--- src/hw/voice_pkg.sv ---
// Package for one tone voice: register map, control bits, envelope
// timing tables and state type.
// Assumes a single 125 MHz clock and a byte-wide host write port.
package voice_pkg;

    // Memory map: each register sits at base plus its number
    localparam logic [15:0] VOICE_BASE_ADDR   = 16'hD400;
    localparam logic [2:0]  OFS_FREQ_LOW      = 3'h0;
    localparam logic [2:0]  OFS_FREQ_HIGH     = 3'h1;
    localparam logic [2:0]  OFS_PW_LOW        = 3'h2;
    localparam logic [2:0]  OFS_PW_HIGH       = 3'h3;
    localparam logic [2:0]  OFS_CONTROL       = 3'h4;
    localparam logic [2:0]  OFS_ATTACK_DECAY  = 3'h5;
    localparam logic [2:0]  OFS_SUSTAIN_REL   = 3'h6;
    localparam logic [15:0] VOICE_LAST_ADDR   = 16'hD406;

    // Control register bit positions
    localparam int CTL_GATE_BIT     = 0;
    localparam int CTL_TRIANGLE_BIT = 4;
    localparam int CTL_SAWTOOTH_BIT = 5;
    localparam int CTL_PULSE_BIT    = 6;
    localparam int CTL_NOISE_BIT    = 7;

    // Packed nibble fields in the envelope registers
    localparam int NIB_HI_MSB = 7;
    localparam int NIB_HI_LSB = 4;
    localparam int NIB_LO_MSB = 3;
    localparam int NIB_LO_LSB = 0;

    // Frequency word weighting of the high byte
    localparam int FREQ_HIGH_WEIGHT = 256;

    // Oscillator sample tick: time in ns and derived clock count
    localparam int CLK_PERIOD_NS    = 8;
    localparam int TICK_PERIOD_NS   = 1000;
    localparam int TICK_CYCLES      = TICK_PERIOD_NS / CLK_PERIOD_NS;
    localparam int TICK_CNT_W       = 7;

    // Widths
    localparam int ACC_W    = 24;
    localparam int WAVE_W   = 12;
    localparam int LEVEL_W  = 8;
    localparam int PERIOD_W = 17;
    localparam int LFSR_W   = 23;
    localparam int NOISE_CLK_BIT = 19;

    localparam logic [ACC_W-1:0]   ACC_RESET  = 24'h00_0000;
    localparam logic [LFSR_W-1:0]  LFSR_SEED  = 23'h7F_FFF8;
    localparam logic [7:0]         REG_RESET  = 8'h00;
    localparam logic [LEVEL_W-1:0] LEVEL_MAX  = 8'hFF;
    localparam logic [LEVEL_W-1:0] LEVEL_ZERO = 8'h00;
    localparam logic [LEVEL_W-1:0] SUSTAIN_SCALE = 8'h11;

    // Ticks (1 us each) per envelope step of 1/256 full scale.
    // Attack spans about 2 ms at code 0 to 8 s at code 15.
    localparam logic [PERIOD_W-1:0] ATTACK_STEP [16] = '{
        17'h0_0008, 17'h0_001F, 17'h0_003E, 17'h0_005E,
        17'h0_0094, 17'h0_00DB, 17'h0_010A, 17'h0_0138,
        17'h0_0187, 17'h0_03D0, 17'h0_07A1, 17'h0_0C35,
        17'h0_0F42, 17'h0_2DC7, 17'h0_4C4B, 17'h0_7A12
    };
    // Decay and release run three times slower: 6 ms to 24 s
    localparam int FALL_SCALE = 3;

    typedef enum logic [2:0] {
        ENV_IDLE,
        ENV_ATTACK,
        ENV_DECAY,
        ENV_SUSTAIN,
        ENV_RELEASE
    } env_state_t;

endpackage : voice_pkg

--- src/hw/env_rate_if.sv ---
// Interface between the envelope controller and its step timer.
// Assumes both ends run on the same clock.
`timescale 1ns/1ps
interface env_rate_if;
    import voice_pkg::*;
    logic [PERIOD_W-1:0] period;   // Ticks per envelope step
    logic                restart;  // Clears the timer on phase change
    logic                tick;     // Oscillator tick enable
    logic                step;     // One-cycle step pulse

    modport ctrl  (output period, output restart, output tick,
                   input step);
    modport timer (input period, input restart, input tick,
                   output step);
endinterface : env_rate_if

--- src/hw/env_step_timer.sv ---
// Envelope step timer: counts oscillator ticks and pulses once per
// programmed period.
// Assumes period is at least one and stays stable within a phase.
`timescale 1ns/1ps
module env_step_timer
    import voice_pkg::*;
(
    // Clock and reset
    input  wire logic clk,
    input  wire logic rst_n,
    // Controller side
    env_rate_if.timer rate
);

    logic [PERIOD_W-1:0] count_ff;
    logic                step_ff;

    // Count ticks; a restart drops any partial step
    always_ff @(posedge clk) begin
        if (!rst_n || rate.restart) begin
            count_ff <= '0;
            step_ff  <= 1'b0;
        end else begin
            step_ff <= 1'b0;
            if (rate.tick) begin
                if (count_ff >= rate.period - PERIOD_W'(1)) begin
                    count_ff <= '0;
                    step_ff  <= 1'b1;
                end else begin
                    count_ff <= count_ff + PERIOD_W'(1);
                end
            end
        end
    end

    assign rate.step = step_ff;

endmodule : env_step_timer

--- src/hw/tone_voice_envelope.sv ---
// One tone voice: oscillator, four waveforms and a loudness envelope,
// set up through byte registers at a fixed memory address.
// Assumes the host write strobe is synchronous to clk.
//
// Function
// - The frequency word is 256 times register 1 plus register 0 and tone rate follows it linearly.
// - Each register answers at base address 54272 plus its register number.
// - The attack code is four bits and picks a rise time of about 2 ms to 8 s.
// - The decay code is four bits and picks a fall time to sustain of 6 ms to 24 s.
// - Register 5 holds attack in its upper nibble and decay in its lower nibble.
// - The sustain code maps linearly from 0% to 100% of envelope peak.
// - Release falls from sustain to zero with the same timing range as decay.
// - Register 6 holds sustain in its upper nibble and release in its lower nibble.
// - The voice offers triangle, sawtooth, pulse and a random noise waveform.
`timescale 1ns/1ps
module tone_voice_envelope
    import voice_pkg::*;
(
    // Clock and reset
    input  wire logic               clk,
    input  wire logic               rst_n,
    // Host write port
    input  wire logic               wrEn,
    input  wire logic [15:0]        wrAddr,
    input  wire logic [7:0]         wrData,
    // Voice output
    output logic [7:0]              sampleOut,
    output logic [LEVEL_W-1:0]      envLevel,
    output logic                    envActive
);

    // Register file
    logic [7:0]  noteLowByte_ff;
    logic [7:0]  noteHighByte_ff;
    logic [7:0]  pwLow_ff;
    logic [7:0]  pwHigh_ff;
    logic [7:0]  control_ff;
    logic [7:0]  attackDecay_ff;
    logic [7:0]  sustainRelease_ff;

    // Address decode
    logic        hit;
    logic [15:0] regOffset;
    logic [2:0]  regIdx;

    assign hit       = wrEn && (wrAddr >= VOICE_BASE_ADDR)
                            && (wrAddr <= VOICE_LAST_ADDR);
    assign regOffset = wrAddr - VOICE_BASE_ADDR;
    assign regIdx    = regOffset[2:0];

    // Byte registers; writes outside the voice window are ignored
    always_ff @(posedge clk) begin
        if (!rst_n) begin
            noteLowByte_ff    <= REG_RESET;
            noteHighByte_ff   <= REG_RESET;
            pwLow_ff          <= REG_RESET;
            pwHigh_ff         <= REG_RESET;
            control_ff        <= REG_RESET;
            attackDecay_ff    <= REG_RESET;
            sustainRelease_ff <= REG_RESET;
        end else if (hit) begin
            case (regIdx)
                OFS_FREQ_LOW:     noteLowByte_ff    <= wrData;
                OFS_FREQ_HIGH:    noteHighByte_ff   <= wrData;
                OFS_PW_LOW:       pwLow_ff          <= wrData;
                OFS_PW_HIGH:      pwHigh_ff         <= wrData;
                OFS_CONTROL:      control_ff        <= wrData;
                OFS_ATTACK_DECAY: attackDecay_ff    <= wrData;
                OFS_SUSTAIN_REL:  sustainRelease_ff <= wrData;
                default: ;
            endcase
        end
    end

    // Field extraction
    logic [15:0] freqWord;
    logic [11:0] pulseWidth;
    logic [3:0]  attackCode;
    logic [3:0]  decayCode;
    logic [3:0]  sustainCode;
    logic [3:0]  releaseCode;
    logic        gate;

    // Note bytes may arrive in either order; the word is used live
    assign freqWord    = 16'(noteHighByte_ff * FREQ_HIGH_WEIGHT)
                       + {8'h00, noteLowByte_ff};
    assign pulseWidth  = {pwHigh_ff[3:0], pwLow_ff};
    assign attackCode  = attackDecay_ff[NIB_HI_MSB:NIB_HI_LSB];
    assign decayCode   = attackDecay_ff[NIB_LO_MSB:NIB_LO_LSB];
    assign sustainCode = sustainRelease_ff[NIB_HI_MSB:NIB_HI_LSB];
    assign releaseCode = sustainRelease_ff[NIB_LO_MSB:NIB_LO_LSB];
    assign gate        = control_ff[CTL_GATE_BIT];

    // Tick divider: one enable pulse per microsecond
    logic [TICK_CNT_W-1:0] tickCnt_ff;
    logic                  tick_ff;

    always_ff @(posedge clk) begin
        if (!rst_n) begin
            tickCnt_ff <= '0;
            tick_ff    <= 1'b0;
        end else if (tickCnt_ff == TICK_CNT_W'(TICK_CYCLES - 1)) begin
            tickCnt_ff <= '0;
            tick_ff    <= 1'b1;
        end else begin
            tickCnt_ff <= tickCnt_ff + TICK_CNT_W'(1);
            tick_ff    <= 1'b0;
        end
    end

    // Phase accumulator; pitch is linear in the frequency word
    logic [ACC_W-1:0] acc_ff;

    always_ff @(posedge clk) begin
        if (!rst_n) begin
            acc_ff <= ACC_RESET;
        end else if (tick_ff) begin
            acc_ff <= acc_ff + {8'h00, freqWord};
        end
    end

    // Noise shift register, stepped on a rising accumulator bit so
    // that the noise colour also follows the note
    logic [LFSR_W-1:0] lfsr_ff;
    logic              noiseClkPrev_ff;

    always_ff @(posedge clk) begin
        if (!rst_n) begin
            lfsr_ff         <= LFSR_SEED;
            noiseClkPrev_ff <= 1'b0;
        end else begin
            noiseClkPrev_ff <= acc_ff[NOISE_CLK_BIT];
            if (acc_ff[NOISE_CLK_BIT] && !noiseClkPrev_ff) begin
                lfsr_ff <= {lfsr_ff[LFSR_W-2:0],
                            lfsr_ff[22] ^ lfsr_ff[17]};
            end
        end
    end

    // Waveform select; several selected waves are ANDed together,
    // none selected gives silence
    logic [WAVE_W-1:0] triWave;
    logic [WAVE_W-1:0] sawWave;
    logic [WAVE_W-1:0] pulseWave;
    logic [WAVE_W-1:0] noiseWave;
    logic [WAVE_W-1:0] mixWave;

    assign triWave   = acc_ff[ACC_W-1] ? ~acc_ff[ACC_W-2:ACC_W-13]
                                       :  acc_ff[ACC_W-2:ACC_W-13];
    assign sawWave   = acc_ff[ACC_W-1:ACC_W-12];
    // A zero width keeps the pulse high, so the host must set one
    assign pulseWave = (acc_ff[ACC_W-1:ACC_W-12] >= pulseWidth)
                       ? '1 : '0;
    assign noiseWave = {lfsr_ff[20], lfsr_ff[18], lfsr_ff[14],
                        lfsr_ff[11], lfsr_ff[9], lfsr_ff[5],
                        lfsr_ff[2], lfsr_ff[0], 4'h0};

    always_comb begin
        mixWave = '1;
        if (control_ff[CTL_TRIANGLE_BIT]) mixWave &= triWave;
        if (control_ff[CTL_SAWTOOTH_BIT]) mixWave &= sawWave;
        if (control_ff[CTL_PULSE_BIT])    mixWave &= pulseWave;
        if (control_ff[CTL_NOISE_BIT])    mixWave &= noiseWave;
        if (control_ff[CTL_NOISE_BIT:CTL_TRIANGLE_BIT] == 4'h0) begin
            mixWave = '0;
        end
    end

    // Envelope step timer
    env_rate_if rate ();

    env_step_timer u_timer (
        .clk   (clk),
        .rst_n (rst_n),
        .rate  (rate.timer)
    );

    // Envelope state machine
    env_state_t        state_ff;
    env_state_t        nxt_state;
    logic              gatePrev_ff;
    logic [LEVEL_W-1:0] sustainLevel;

    // Sustain nibble times 17 spans 0 to 255 linearly
    assign sustainLevel = LEVEL_W'(sustainCode * SUSTAIN_SCALE);

    always_comb begin
        nxt_state = state_ff;
        case (state_ff)
            ENV_IDLE:    nxt_state = state_ff;
            // A retrigger at full scale must still move on to decay
            ENV_ATTACK:  if (rate.step && envLevel >= LEVEL_MAX - 8'h01)
                             nxt_state = ENV_DECAY;
            ENV_DECAY:   if (envLevel <= sustainLevel)
                             nxt_state = ENV_SUSTAIN;
            ENV_SUSTAIN: nxt_state = state_ff;
            ENV_RELEASE: if (envLevel == LEVEL_ZERO)
                             nxt_state = ENV_IDLE;
            default:     nxt_state = ENV_IDLE;
        endcase
        // Gate edges override the natural progression
        if (gate && !gatePrev_ff) begin
            nxt_state = ENV_ATTACK;
        end else if (!gate && gatePrev_ff) begin
            nxt_state = ENV_RELEASE;
        end
    end

    always_ff @(posedge clk) begin
        if (!rst_n) begin
            state_ff    <= ENV_IDLE;
            gatePrev_ff <= 1'b0;
        end else begin
            state_ff    <= nxt_state;
            gatePrev_ff <= gate;
        end
    end

    // Step period for the current phase; falls run three times slower
    always_comb begin
        case (state_ff)
            ENV_ATTACK:  rate.period = ATTACK_STEP[attackCode];
            ENV_DECAY:   rate.period = PERIOD_W'(FALL_SCALE *
                                       ATTACK_STEP[decayCode]);
            ENV_RELEASE: rate.period = PERIOD_W'(FALL_SCALE *
                                       ATTACK_STEP[releaseCode]);
            default:     rate.period = ATTACK_STEP[attackCode];
        endcase
    end

    assign rate.restart = (nxt_state != state_ff);
    assign rate.tick    = tick_ff;

    // Envelope level: one step per timer pulse in the moving phases
    always_ff @(posedge clk) begin
        if (!rst_n) begin
            envLevel <= LEVEL_ZERO;
        end else if (rate.step) begin
            case (state_ff)
                ENV_ATTACK: if (envLevel != LEVEL_MAX)
                    envLevel <= envLevel + LEVEL_W'(1);
                ENV_DECAY: if (envLevel > sustainLevel)
                    envLevel <= envLevel - LEVEL_W'(1);
                ENV_RELEASE: if (envLevel != LEVEL_ZERO)
                    envLevel <= envLevel - LEVEL_W'(1);
                default: ;
            endcase
        end
    end

    // Activity flag, high from note start until release reaches zero
    always_ff @(posedge clk) begin
        if (!rst_n) begin
            envActive <= 1'b0;
        end else begin
            envActive <= (nxt_state != ENV_IDLE);
        end
    end

    // Output sample: top byte of the wave scaled by envelope level
    logic [15:0] scaled;

    assign scaled = mixWave[WAVE_W-1:WAVE_W-8] * envLevel;

    always_ff @(posedge clk) begin
        if (!rst_n) begin
            sampleOut <= 8'h00;
        end else begin
            sampleOut <= scaled[15:8];
        end
    end

endmodule : tone_voice_envelope

--- config.mk ---
export PLATFORM = sky130hd
export DESIGN_NAME = tone_voice_envelope
export DESIGN_NICKNAME = d
export VERILOG_FILES = /design/src/hw/voice_pkg.sv /design/src/hw/env_rate_if.sv /design/src/hw/env_step_timer.sv /design/src/hw/tone_voice_envelope.sv
export SDC_FILE = /design/constraint.sdc
export NUM_CORES = 1
export LEC_CHECK = 0
export ABC_CLOCK_PERIOD_IN_PS = 9600
export BUFFER_PORTS_ARGS = -buffer_cell sky130_fd_sc_hd__clkbuf_2
export CORE_ASPECT_RATIO = 2
export CORE_MARGIN = 1
export CORE_UTILIZATION = 45
export CTS_BUF_LIST = sky130_fd_sc_hd__clkbuf_4
export DETAILED_ROUTE_END_ITERATION = 16
export SYNTH_ARGS = -nofsm -noshare
export SYNTH_HDL_FRONTEND = slang
export SYNTH_HIERARCHICAL = 1
export SYNTH_SLANG_ARGS = --single-unit
export TNS_END_PERCENT = 20
--- constraint.sdc ---
create_clock -name clk -period 9.6 [get_ports clk]
set_input_delay 1.44 -clock clk [delete_from_list [all_inputs] [get_ports clk]]
set_output_delay 1.44 -clock clk [all_outputs]
set_load 0.02 [all_outputs]
==> metrics.md, run 1 <==
| Metric | Value |
|---|---|
| Die X | `118.2 µm` |
| Post-synth EDFFs | `0` |
| Cells after synthesis | `1,491` |
| Finish-stage setup viols | `0` |
| Post-synthesis adder-cell area fraction | `21.01%` |
| Initial Util | `46.09%` |
| WP data required | `10.10 ns` |
| CTS Root Cell | `clkbuf_4` |
| DIE AREA | `27,720 µm²` |
| Final min period | `6.752 ns` |
| Share of layout cells above drive strength 1 | `6.958%` |
| Pwr per Cell Area | `78.03 nW/µm²` |
| Hold buffers post-CTS | `0` |
| Grt ovf | `0` |
| Routed wire length | `30,670 µm` |
| Pleak | `5.952 nW` |
| Largest family of logic cells by synthesized area | `adder cells` |
| Yosys warns | `6` |
| Area grow syn2layout | `5.845%` |
| DRC Markers | `0` |
| Seq pwr share | `59.7%` |
| Final instance area | `12,870 µm²` |
| Average size of a mapped cell | `8.154 µm²` |
| Initial DRC count | `565` |
| H-tree levels | `4` |
| First-pass GRT wire length | `50,390 µm` |
| Max-capacitance violation count | `0` |
| Clock network power share | `37.5%` |
| Multiplexer share of the synthesized area | `5.753%` |
| Clk_skew | `0.02450 ns` |
| Synth Cell Area | `12,160 µm²` |
| Synth unique cells | `78` |
| Pint | `736.5 µW` |
| Slew @ Worst Pin | `1.075 ns` |
| Status | `completed` |
| Synth Net Count | `1,698` |
| Final Non-Filler Cells | `1,854` |
| Sw frac | `26.65%` |
| Synth Area in Simple Gates | `20.85%` |
| Sw power | `267.6 µW` |
| Primary FF master, synth | `dfxtp_1` |
| Slew Limit Fails | `0` |
| CTS Sinks | `144` |
| Final-layout fill cell count | `2,684` |
| Pre-CTS WS | `2.919 ns` |
| Max-slew headroom | `28.34%` |
| Drt pass-1 iters | `5` |
| Post-synthesis compound-gate area fraction | `15.83%` |
| Power share of the combinational group | `2.7%` |
| Initial antenna violation count | `1` |
| Antenna-violating nets left | `0` |
| Setup crit end kind | `flop` |
| Dpl cells | `1,821` |
| RSZ-0062 raised after global routing | `false` |
| Final Hold Slack | `0.4479 ns` |
| Part of the cycle the worst path needs | `70.33%` |
| Total CTS buffers | `17` |
| Via count | `10,486` |
| Fin nets | `1,703` |
| Die Span Y | `234.5 µm` |
| Synth Register Bits | `144` |
| Kind of critical path | `reg2reg` |
| Post-CTS resize count | `0` |
| CTS Buffer Depth | `2` |
| Register area share after synthesis | `23.71%` |
| Share of synthesized registers carrying an async set or reset | `0%` |
| Final hold vios | `0` |
| Setup Fix Bufs, Post-CTS | `0` |
| Tot Pwr | `1.004 mW` |
| GRT Util Overall | `23.11%` |
| Post-Synth XOR/XNOR Area | `7.204%` |
| Element type at the critical path start | `flop` |
| Worst Slack Setup Final | `2.848 ns` |
| Placement-stage cell area | `12,600 µm²` |
| I/O pins | `44` |
| Worst-path fanout max | `22` |
| VDD IR-drop max | `0.0001308 V` |
| Routed wire per std cell | `16.54 µm` |
| Clk_lat worst skew | `0.61 ns` |
| Vias per std cell | `5.656` |
| Post-DP HPWL | `24,140 µm` |
| Final GP Congestion | `0.8709` |
| CTS tree | `done` |
| Fmax | `148.1 MHz` |
| Clk pin slew, worst setup/hold paths | `0.13 ns` |
| Core Region | `26,380 µm²` |
| Largest net degree at the start of global routing | `73` |
| Setup_tns | `0 ns` |
| Critical Path AT | `7.25 ns` |
| Final Util | `48.78%` |
| Vias in the first global route | `10,306` |
| FP Rows | `84` |
| Port Buffer Count | `43` |
| Hold Path Class | `reg2reg` |
[cells in the mapped netlist (all sizes together), types with 15 or more instances]
cell	instances	area share, %
o211ai	26	1.6
a21oi	82	3.4
dfxtp	144	24
mux2i	65	5.4
nor2b	15	0.77
xor2	38	2.7
inv	116	3.6
a21o	17	1.0
fa	39	6.4
clkbuf	49	1.5
xnor2	62	4.5
o21ai	62	2.6
and3	15	0.81
nand4	23	1.2
nor3	46	2.0
ha	141	15
o21a	16	0.99
nand3	39	1.6
nand2	127	3.9
nand2b	18	0.93
nor2	178	5.5
[metal layers]
| layer | vias to the layer above | track usage (%) | wire length, µm |
|---|---|---|---|
| met5 | - | 0 | 0 |
| met4 | 0 | 12.74 | 1335 |
| met3 | 68 | 3.101 | 636 |
| met2 | 149 | 46.73 | 17400 |
| met1 | 5016 | 22.05 | 11290 |
| li1 | 5253 | - | - |
[flip-flops by register name, summed over array words and instances, names as in the netlist, 3 cells and up]
signal,flops
acc_ff,24
lfsr_ff,23
u_timer/count_ff,17
attackDecay_ff,8
envLevel,8
noteHighByte_ff,8
noteLowByte_ff,8
pwLow_ff,8
sampleOut,8
sustainRelease_ff,8
tickCnt_ff,7
control_ff,5
pwHigh_ff,4
state_ff,3
[power by group through the flow]
stage,logic [mW],registers (mW),clock network [mW]
2_1_floorplan,0.0129,0.613,0
6_report,0.0275,0.600,0.377
5_1_grt,0.0298,0.600,0.415
3_5_place_dp,0.0279,0.613,0
3_3_place_gp,0.0275,0.613,0
4_1_cts,0.0280,0.600,0.396
[critical path: stages, from the launching register on]
cell and delay [ns]:
dfxtp_1 0.68, ha_1 0.33, o21ai_1 0.08, a21oi_1 0.05, or3b_2 0.47, and2_1 0.39
nand2_1 0.34, nor2_1 0.11, fa_1 0.55, inv_1 0.05, fa_1 0.47, inv_1 0.05
fa_1 0.50, fa_1 0.49, ha_1 0.34, a2111o_1 0.44, and3_1 0.20, inv_1 0.07
a211oi_2 0.08, or3_1 0.38, o31a_1 0.28, mux2_4 0.30
[area by class of cell]
type                    instances  area (µm²)  area share, %
flip-flops and latches        144        2883          22.40
inverters                     116       435.4          3.384
well taps                     344       430.4          3.345
clock buffers                  17       127.6         0.9917
multi-input cells            1168        8594          66.79
repair buffers                 49       260.3          2.022
diodes                          1       2.502        0.01945
clock inverters                15       135.1          1.050
[cell usage in the layout, fill, tap and decap left out, types with 39 or more instances in the layout]
cell type,n
ha_1,141
fa_1,39
clkbuf_2,43
nor2_1,178
o21ai_0,40
dfxtp_1,144
inv_1,112
mux2i_1,65
a21oi_1,82
nor3_1,44
xnor2_1,62
nand2_1,127
[cells by family (layout without fill, tap and decap cells)]
logic type      Yosys count  after routing
mux                      68             68
compound gates          294            294
flops                   144            144
fa+ha+maj               181            181
buf+inv                 179            197
simple gates            525            525
xor+xnor                100            100
other cells               0              1
[path summary, 6_finish.rpt]
kind	start	end	slack, ns	cells past startpoint
min reg2reg	lfsr_ff[1]	lfsr_ff[2]	0.45	2
min	lfsr_ff[1]	lfsr_ff[2]	0.45	2
max reg2reg	acc_ff[23]	sampleOut[7]	2.85	21
max	acc_ff[23]	sampleOut[7]	2.85	21
Power figures use the tool's default switching activity.
==> run 2, diff against run 1 <==
Settings changed: ABC_AREA set to 1, ABC_CLOCK_PERIOD_IN_PS 9600 to 6450.
Clock period 9.6 ns to 6.45 ns, I/O delays scaled along.
==> run 2 against run 1 <==
  * Synthesized cell count is 21% higher
  * Count of clock-buffer cells in the layout stayed put
  * Via count is 12% higher
  * Core utilization is 0.29 points higher
  * Hold slack better by 0.030 ns
  * Total power is 61% higher
  * Maximum frequency is 17% higher
  * Clock power is 78% higher
  * Sequential share of layout area is 0.74 points lower
  * First-iteration DRC count is 17% lower
  * Highest routed layer unchanged
==> metrics.md, run 2 <==
| Metric | Value |
|---|---|
| Core Region | `27,120 µm² (+2.8%)` |
| H-tree levels | `4 (unchanged)` |
| Setup crit end kind | `flop` |
| Setup_tns | `0 ns (unchanged)` |
| Vias per std cell | `5.370 (-5.1%)` |
| Kind of critical path | `reg2reg` |
| CP Launch Point | `acc_ff[23]` |
| Yosys warns | `6 (unchanged)` |
| Element type at the critical path start | `flop` |
| Max-slew headroom | `55.68% (+27 points)` |
| Final-layout fill cell count | `2,840 (+5.8%)` |
| Grt ovf | `0 (unchanged)` |
| Slew @ Worst Pin | `0.6647 ns (-0.4102 ns)` |
| Commonest non-fill, non-tap cell in the layout | `nand2_1` |
| Seq pwr share | `55.4% (-4.3 points)` |
| Initial Util | `46.06% (about the same)` |
| Hold Path Class | `reg2reg` |
| FP Rows | `85 (+1.2%)` |
| I/O pins | `44 (unchanged)` |
| Launching point of the worst reg2reg path | `acc_ff[23]` |
| Register area share after synthesis | `23.08% (-0.63 points)` |
| Top-count cell post-synth | `nand2_1` |
| Slew Limit Fails | `0 (unchanged)` |
| Biggest register | `acc_ff` |
| Post-synth top area share | `23.08% (-0.63 points)` |
| Final min period | `5.749 ns (-1.003 ns)` |
| Tot Pwr | `1.612 mW (+61%)` |
| Final Hold Slack | `0.4784 ns (+0.03047 ns)` |
| Final Util | `49.08% (+0.29 points)` |
| Post-Synth XOR/XNOR Area | `3.496% (-3.7 points)` |
| FF/Latch Area | `2883 µm² (unchanged)` |
| Synth unique cells | `56 (-28%)` |
| Clk_lat worst skew | `0.64 ns (+0.03 ns)` |
| WP data required | `6.98 ns (-3.12 ns)` |
| RSZ-0062 raised after global routing | `false` |
| Synth Register Bits | `144 (unchanged)` |
| Synth area leader | `dfxtp_1` |
| Highest-count cells in the layout ignoring fill and taps | `319 x nand2_1, 239 x nor2_1, 237 x inv_1` |
| Synth top area cells | `dfxtp_1 23%, ha_1 14%, nand2_1 9.6%` |
| Worst setup path endpoint | `sampleOut[7]` |
| Port Buffer Count | `43 (unchanged)` |
| Routed wire per std cell | `16.25 µm (-1.7%)` |
| Via count | `11,776 (+12%)` |
| Pwr per Cell Area | `121.1 nW/µm² (+55%)` |
| Cells after synthesis | `1,801 (+21%)` |
| Post-CTS resize count | `0 (unchanged)` |
| Die X | `119.8 µm (+1.3%)` |
| GRT Util Overall | `26.03% (+2.9 points)` |
| Routed wire length | `35,650 µm (+16%)` |
| Part of the cycle the worst path needs | `89.13% (+19 points)` |
| Pint | `1.154 mW (+57%)` |
| Hold buffers post-CTS | `0 (unchanged)` |
| Power share of the combinational group | `2.9% (+0.2 points)` |
| Share of layout cells above drive strength 1 | `8.519% (+1.6 points)` |
| Largest registers | `acc_ff: 24 flops, lfsr_ff: 23 flops, u_timer/count_ff: 17 flops` |
| Synth Net Count | `2,008 (+18%)` |
| Area of the multi-input gates | `8447 µm² (-1.7%)` |
| Average size of a mapped cell | `6.936 µm² (-15%)` |
| Largest family of logic cells by synthesized area | `simple AND/OR/NAND/NOR gates` |
| Largest net degree at the start of global routing | `61 (-16%)` |
| Post-synthesis adder-cell area fraction | `20.37% (-0.64 points)` |
| Post-synth EDFFs | `0 (unchanged)` |
| Setup Fix Bufs, Post-CTS | `0 (unchanged)` |
| Initial antenna violation count | `1 (unchanged)` |
| Final hold vios | `0 (unchanged)` |
| Share of synthesized registers carrying an async set or reset | `0% (unchanged)` |
| CTS Sinks | `144 (unchanged)` |
| CTS Buffer Depth | `2 (unchanged)` |
| Critical Path AT | `6.28 ns (-0.97 ns)` |
| Pleak | `6.391 nW (+7.4%)` |
| Post-DP HPWL | `28,450 µm (+18%)` |
| Worst-path fanout max | `11 (-50%)` |
| Primary FF master, synth | `dfxtp_1` |
| R2R setup slack | `0.70 ns (-2.15 ns)` |
| Status | `completed` |
| Die Span Y | `237.6 µm (+1.4%)` |
| Clk pin slew, worst setup/hold paths | `0.14 ns (about the same)` |
| First-pass GRT wire length | `57,320 µm (+14%)` |
| DIE AREA | `28,470 µm² (+2.7%)` |
| Placement-stage cell area | `12,990 µm² (+3.1%)` |
| Synth Cell Area | `12,490 µm² (+2.7%)` |
| Post-synthesis compound-gate area fraction | `16.69% (+0.86 points)` |
| Total CTS buffers | `17 (unchanged)` |
| Clk_skew | `0.02215 ns (-0.002351 ns)` |
| Final GP Congestion | `0.9480 (+8.9%)` |
| Fin nets | `2,037 (+20%)` |
| DRC Markers | `0 (unchanged)` |
| CTS tree | `done` |
| CTS Root Cell | `clkbuf_4` |
| Max-capacitance violation count | `0 (unchanged)` |
| Multiplexer share of the synthesized area | `0.08013% (-5.7 points)` |
| Synth Area in Simple Gates | `26.98% (+6.1 points)` |
| Register-to-Register Path Depth | `24 (+14%)` |
| Fmax | `174.0 MHz (+17%)` |
| Sw power | `458.0 µW (+71%)` |
| Sw frac | `28.42% (+1.8 points)` |
| Drt pass-1 iters | `5 (unchanged)` |
| VDD IR-drop max | `0.0001256 V (-4.0%)` |
| Antenna-violating nets left | `0 (unchanged)` |
| Clock network power share | `41.7% (+4.2 points)` |
| Initial DRC count | `469 (-17%)` |
| Final instance area | `13,310 µm² (+3.4%)` |
| FF-to-FF End | `sampleOut[7]` |
| Vias in the first global route | `11,766 (+14%)` |
| Area grow syn2layout | `6.540%` |
| Finish-stage setup viols | `0 (unchanged)` |
| Largest register FFs | `24 (unchanged)` |
| Post-synth top cells | `319 x nand2_1, 239 x nor2_1, 237 x inv_1` |
==> run 2: cell types whose count changed after synthesis, moves of 19 or more <==
| cell | before | now |
|---|---|---|
| o21ai_0 | 40 | 113 |
| clkbuf_1 | 49 | 26 |
| nor3_1 | 44 | 17 |
| nand2_1 | 127 | 319 |
| inv_1 | 113 | 237 |
| xnor2_1 | 62 | 16 |
| nand3_1 | 38 | 92 |
| nor2_1 | 178 | 239 |
| a21oi_1 | 82 | 170 |
| o211ai_1 | 26 | 7 |
| mux2i_1 | 65 | 1 |
==> run 2: cell families after synthesis <==
kind of cell               Yosys count
AOI/OAI and AO/OA                  375
xor gates and xnor gates            49
adders and majority gates          180
buffers and inverters              295
DFF                                144
muxes                                1
and+or+nand+nor                    757
==> run 2: worst min path at each step <==
stage / from / endpoint / slack, ns / depth (start not counted)
after floorplan: lfsr_ff[10] / lfsr_ff[10] / 0.43 / 2
after global placement: lfsr_ff[21] / lfsr_ff[21] / 0.44 / 2
after detailed placement: lfsr_ff[13] / lfsr_ff[13] / 0.45 / 2
after CTS: lfsr_ff[16] / lfsr_ff[16] / 0.48 / 2
after global routing: lfsr_ff[19] / lfsr_ff[19] / 0.49 / 2
final: lfsr_ff[19] / lfsr_ff[19] / 0.48 / 2
==> run 2: critical path, stage by stage, from the launching register on <==
cell,delay (ns)
dfxtp_1,0.43
ha_1,0.34
nand2_1,0.08
nor2_2,0.12
nand2_1,0.07
nor2_1,0.09
nand2_1,0.07
nand2_2,0.22
inv_1,0.10
nor3_1,0.30
inv_1,0.19
nor2_1,0.17
fa_1,0.47
fa_1,0.53
fa_1,0.55
inv_1,0.05
fa_1,0.53
inv_1,0.04
ha_1,0.34
a21oi_1,0.22
o21ai_0,0.17
a221oi_1,0.33
nand3_1,0.11
nand2_1,0.07
nor2_1,0.05
==> run 2: metal layers <==
| layer | wire length, µm | global-route usage (%) | vias to the layer above |
|---|---|---|---|
| met4 | 2150 | 16.52 | 0 |
| met3 | 980 | 3.719 | 116 |
| li1 | - | - | 5996 |
| met1 | 12250 | 23.03 | 5387 |
| met5 | 0 | 0 | - |
| met2 | 20270 | 52.78 | 277 |
==> run 2: area by class of cell <==
class | count | share of cell area, %
Timing Repair Buffer | 49 | 1.955
Multi-Input combinational cell | 1362 | 63.47
Clock inverter | 15 | 1.410
Clock buffer | 17 | 0.9589
Antenna cell | 2 | 0.03760
Tap cell | 348 | 3.272
Inverter | 256 | 7.239
Sequential cell | 144 | 21.66
==> run 2: stage by stage <==
stage          instances  setup slack [ns]
4_1_cts             2191            0.7556
3_3_place_gp        2159            0.9047
2_1_floorplan       1801             1.378
5_1_grt             2193            0.2488
3_5_place_dp        2159            0.7931
6_report            2193            0.7014
==> run 2: power by group through the flow <==
stage | Sequential [mW] | Combinational, mW | Clock [mW]
floorplan | 0.912 | 0.0246 | 0
global placement | 0.912 | 0.0463 | 0
detailed placement | 0.912 | 0.0471 | 0
CTS | 0.893 | 0.0473 | 0.698
global route | 0.894 | 0.0502 | 0.736
finish | 0.893 | 0.0468 | 0.672
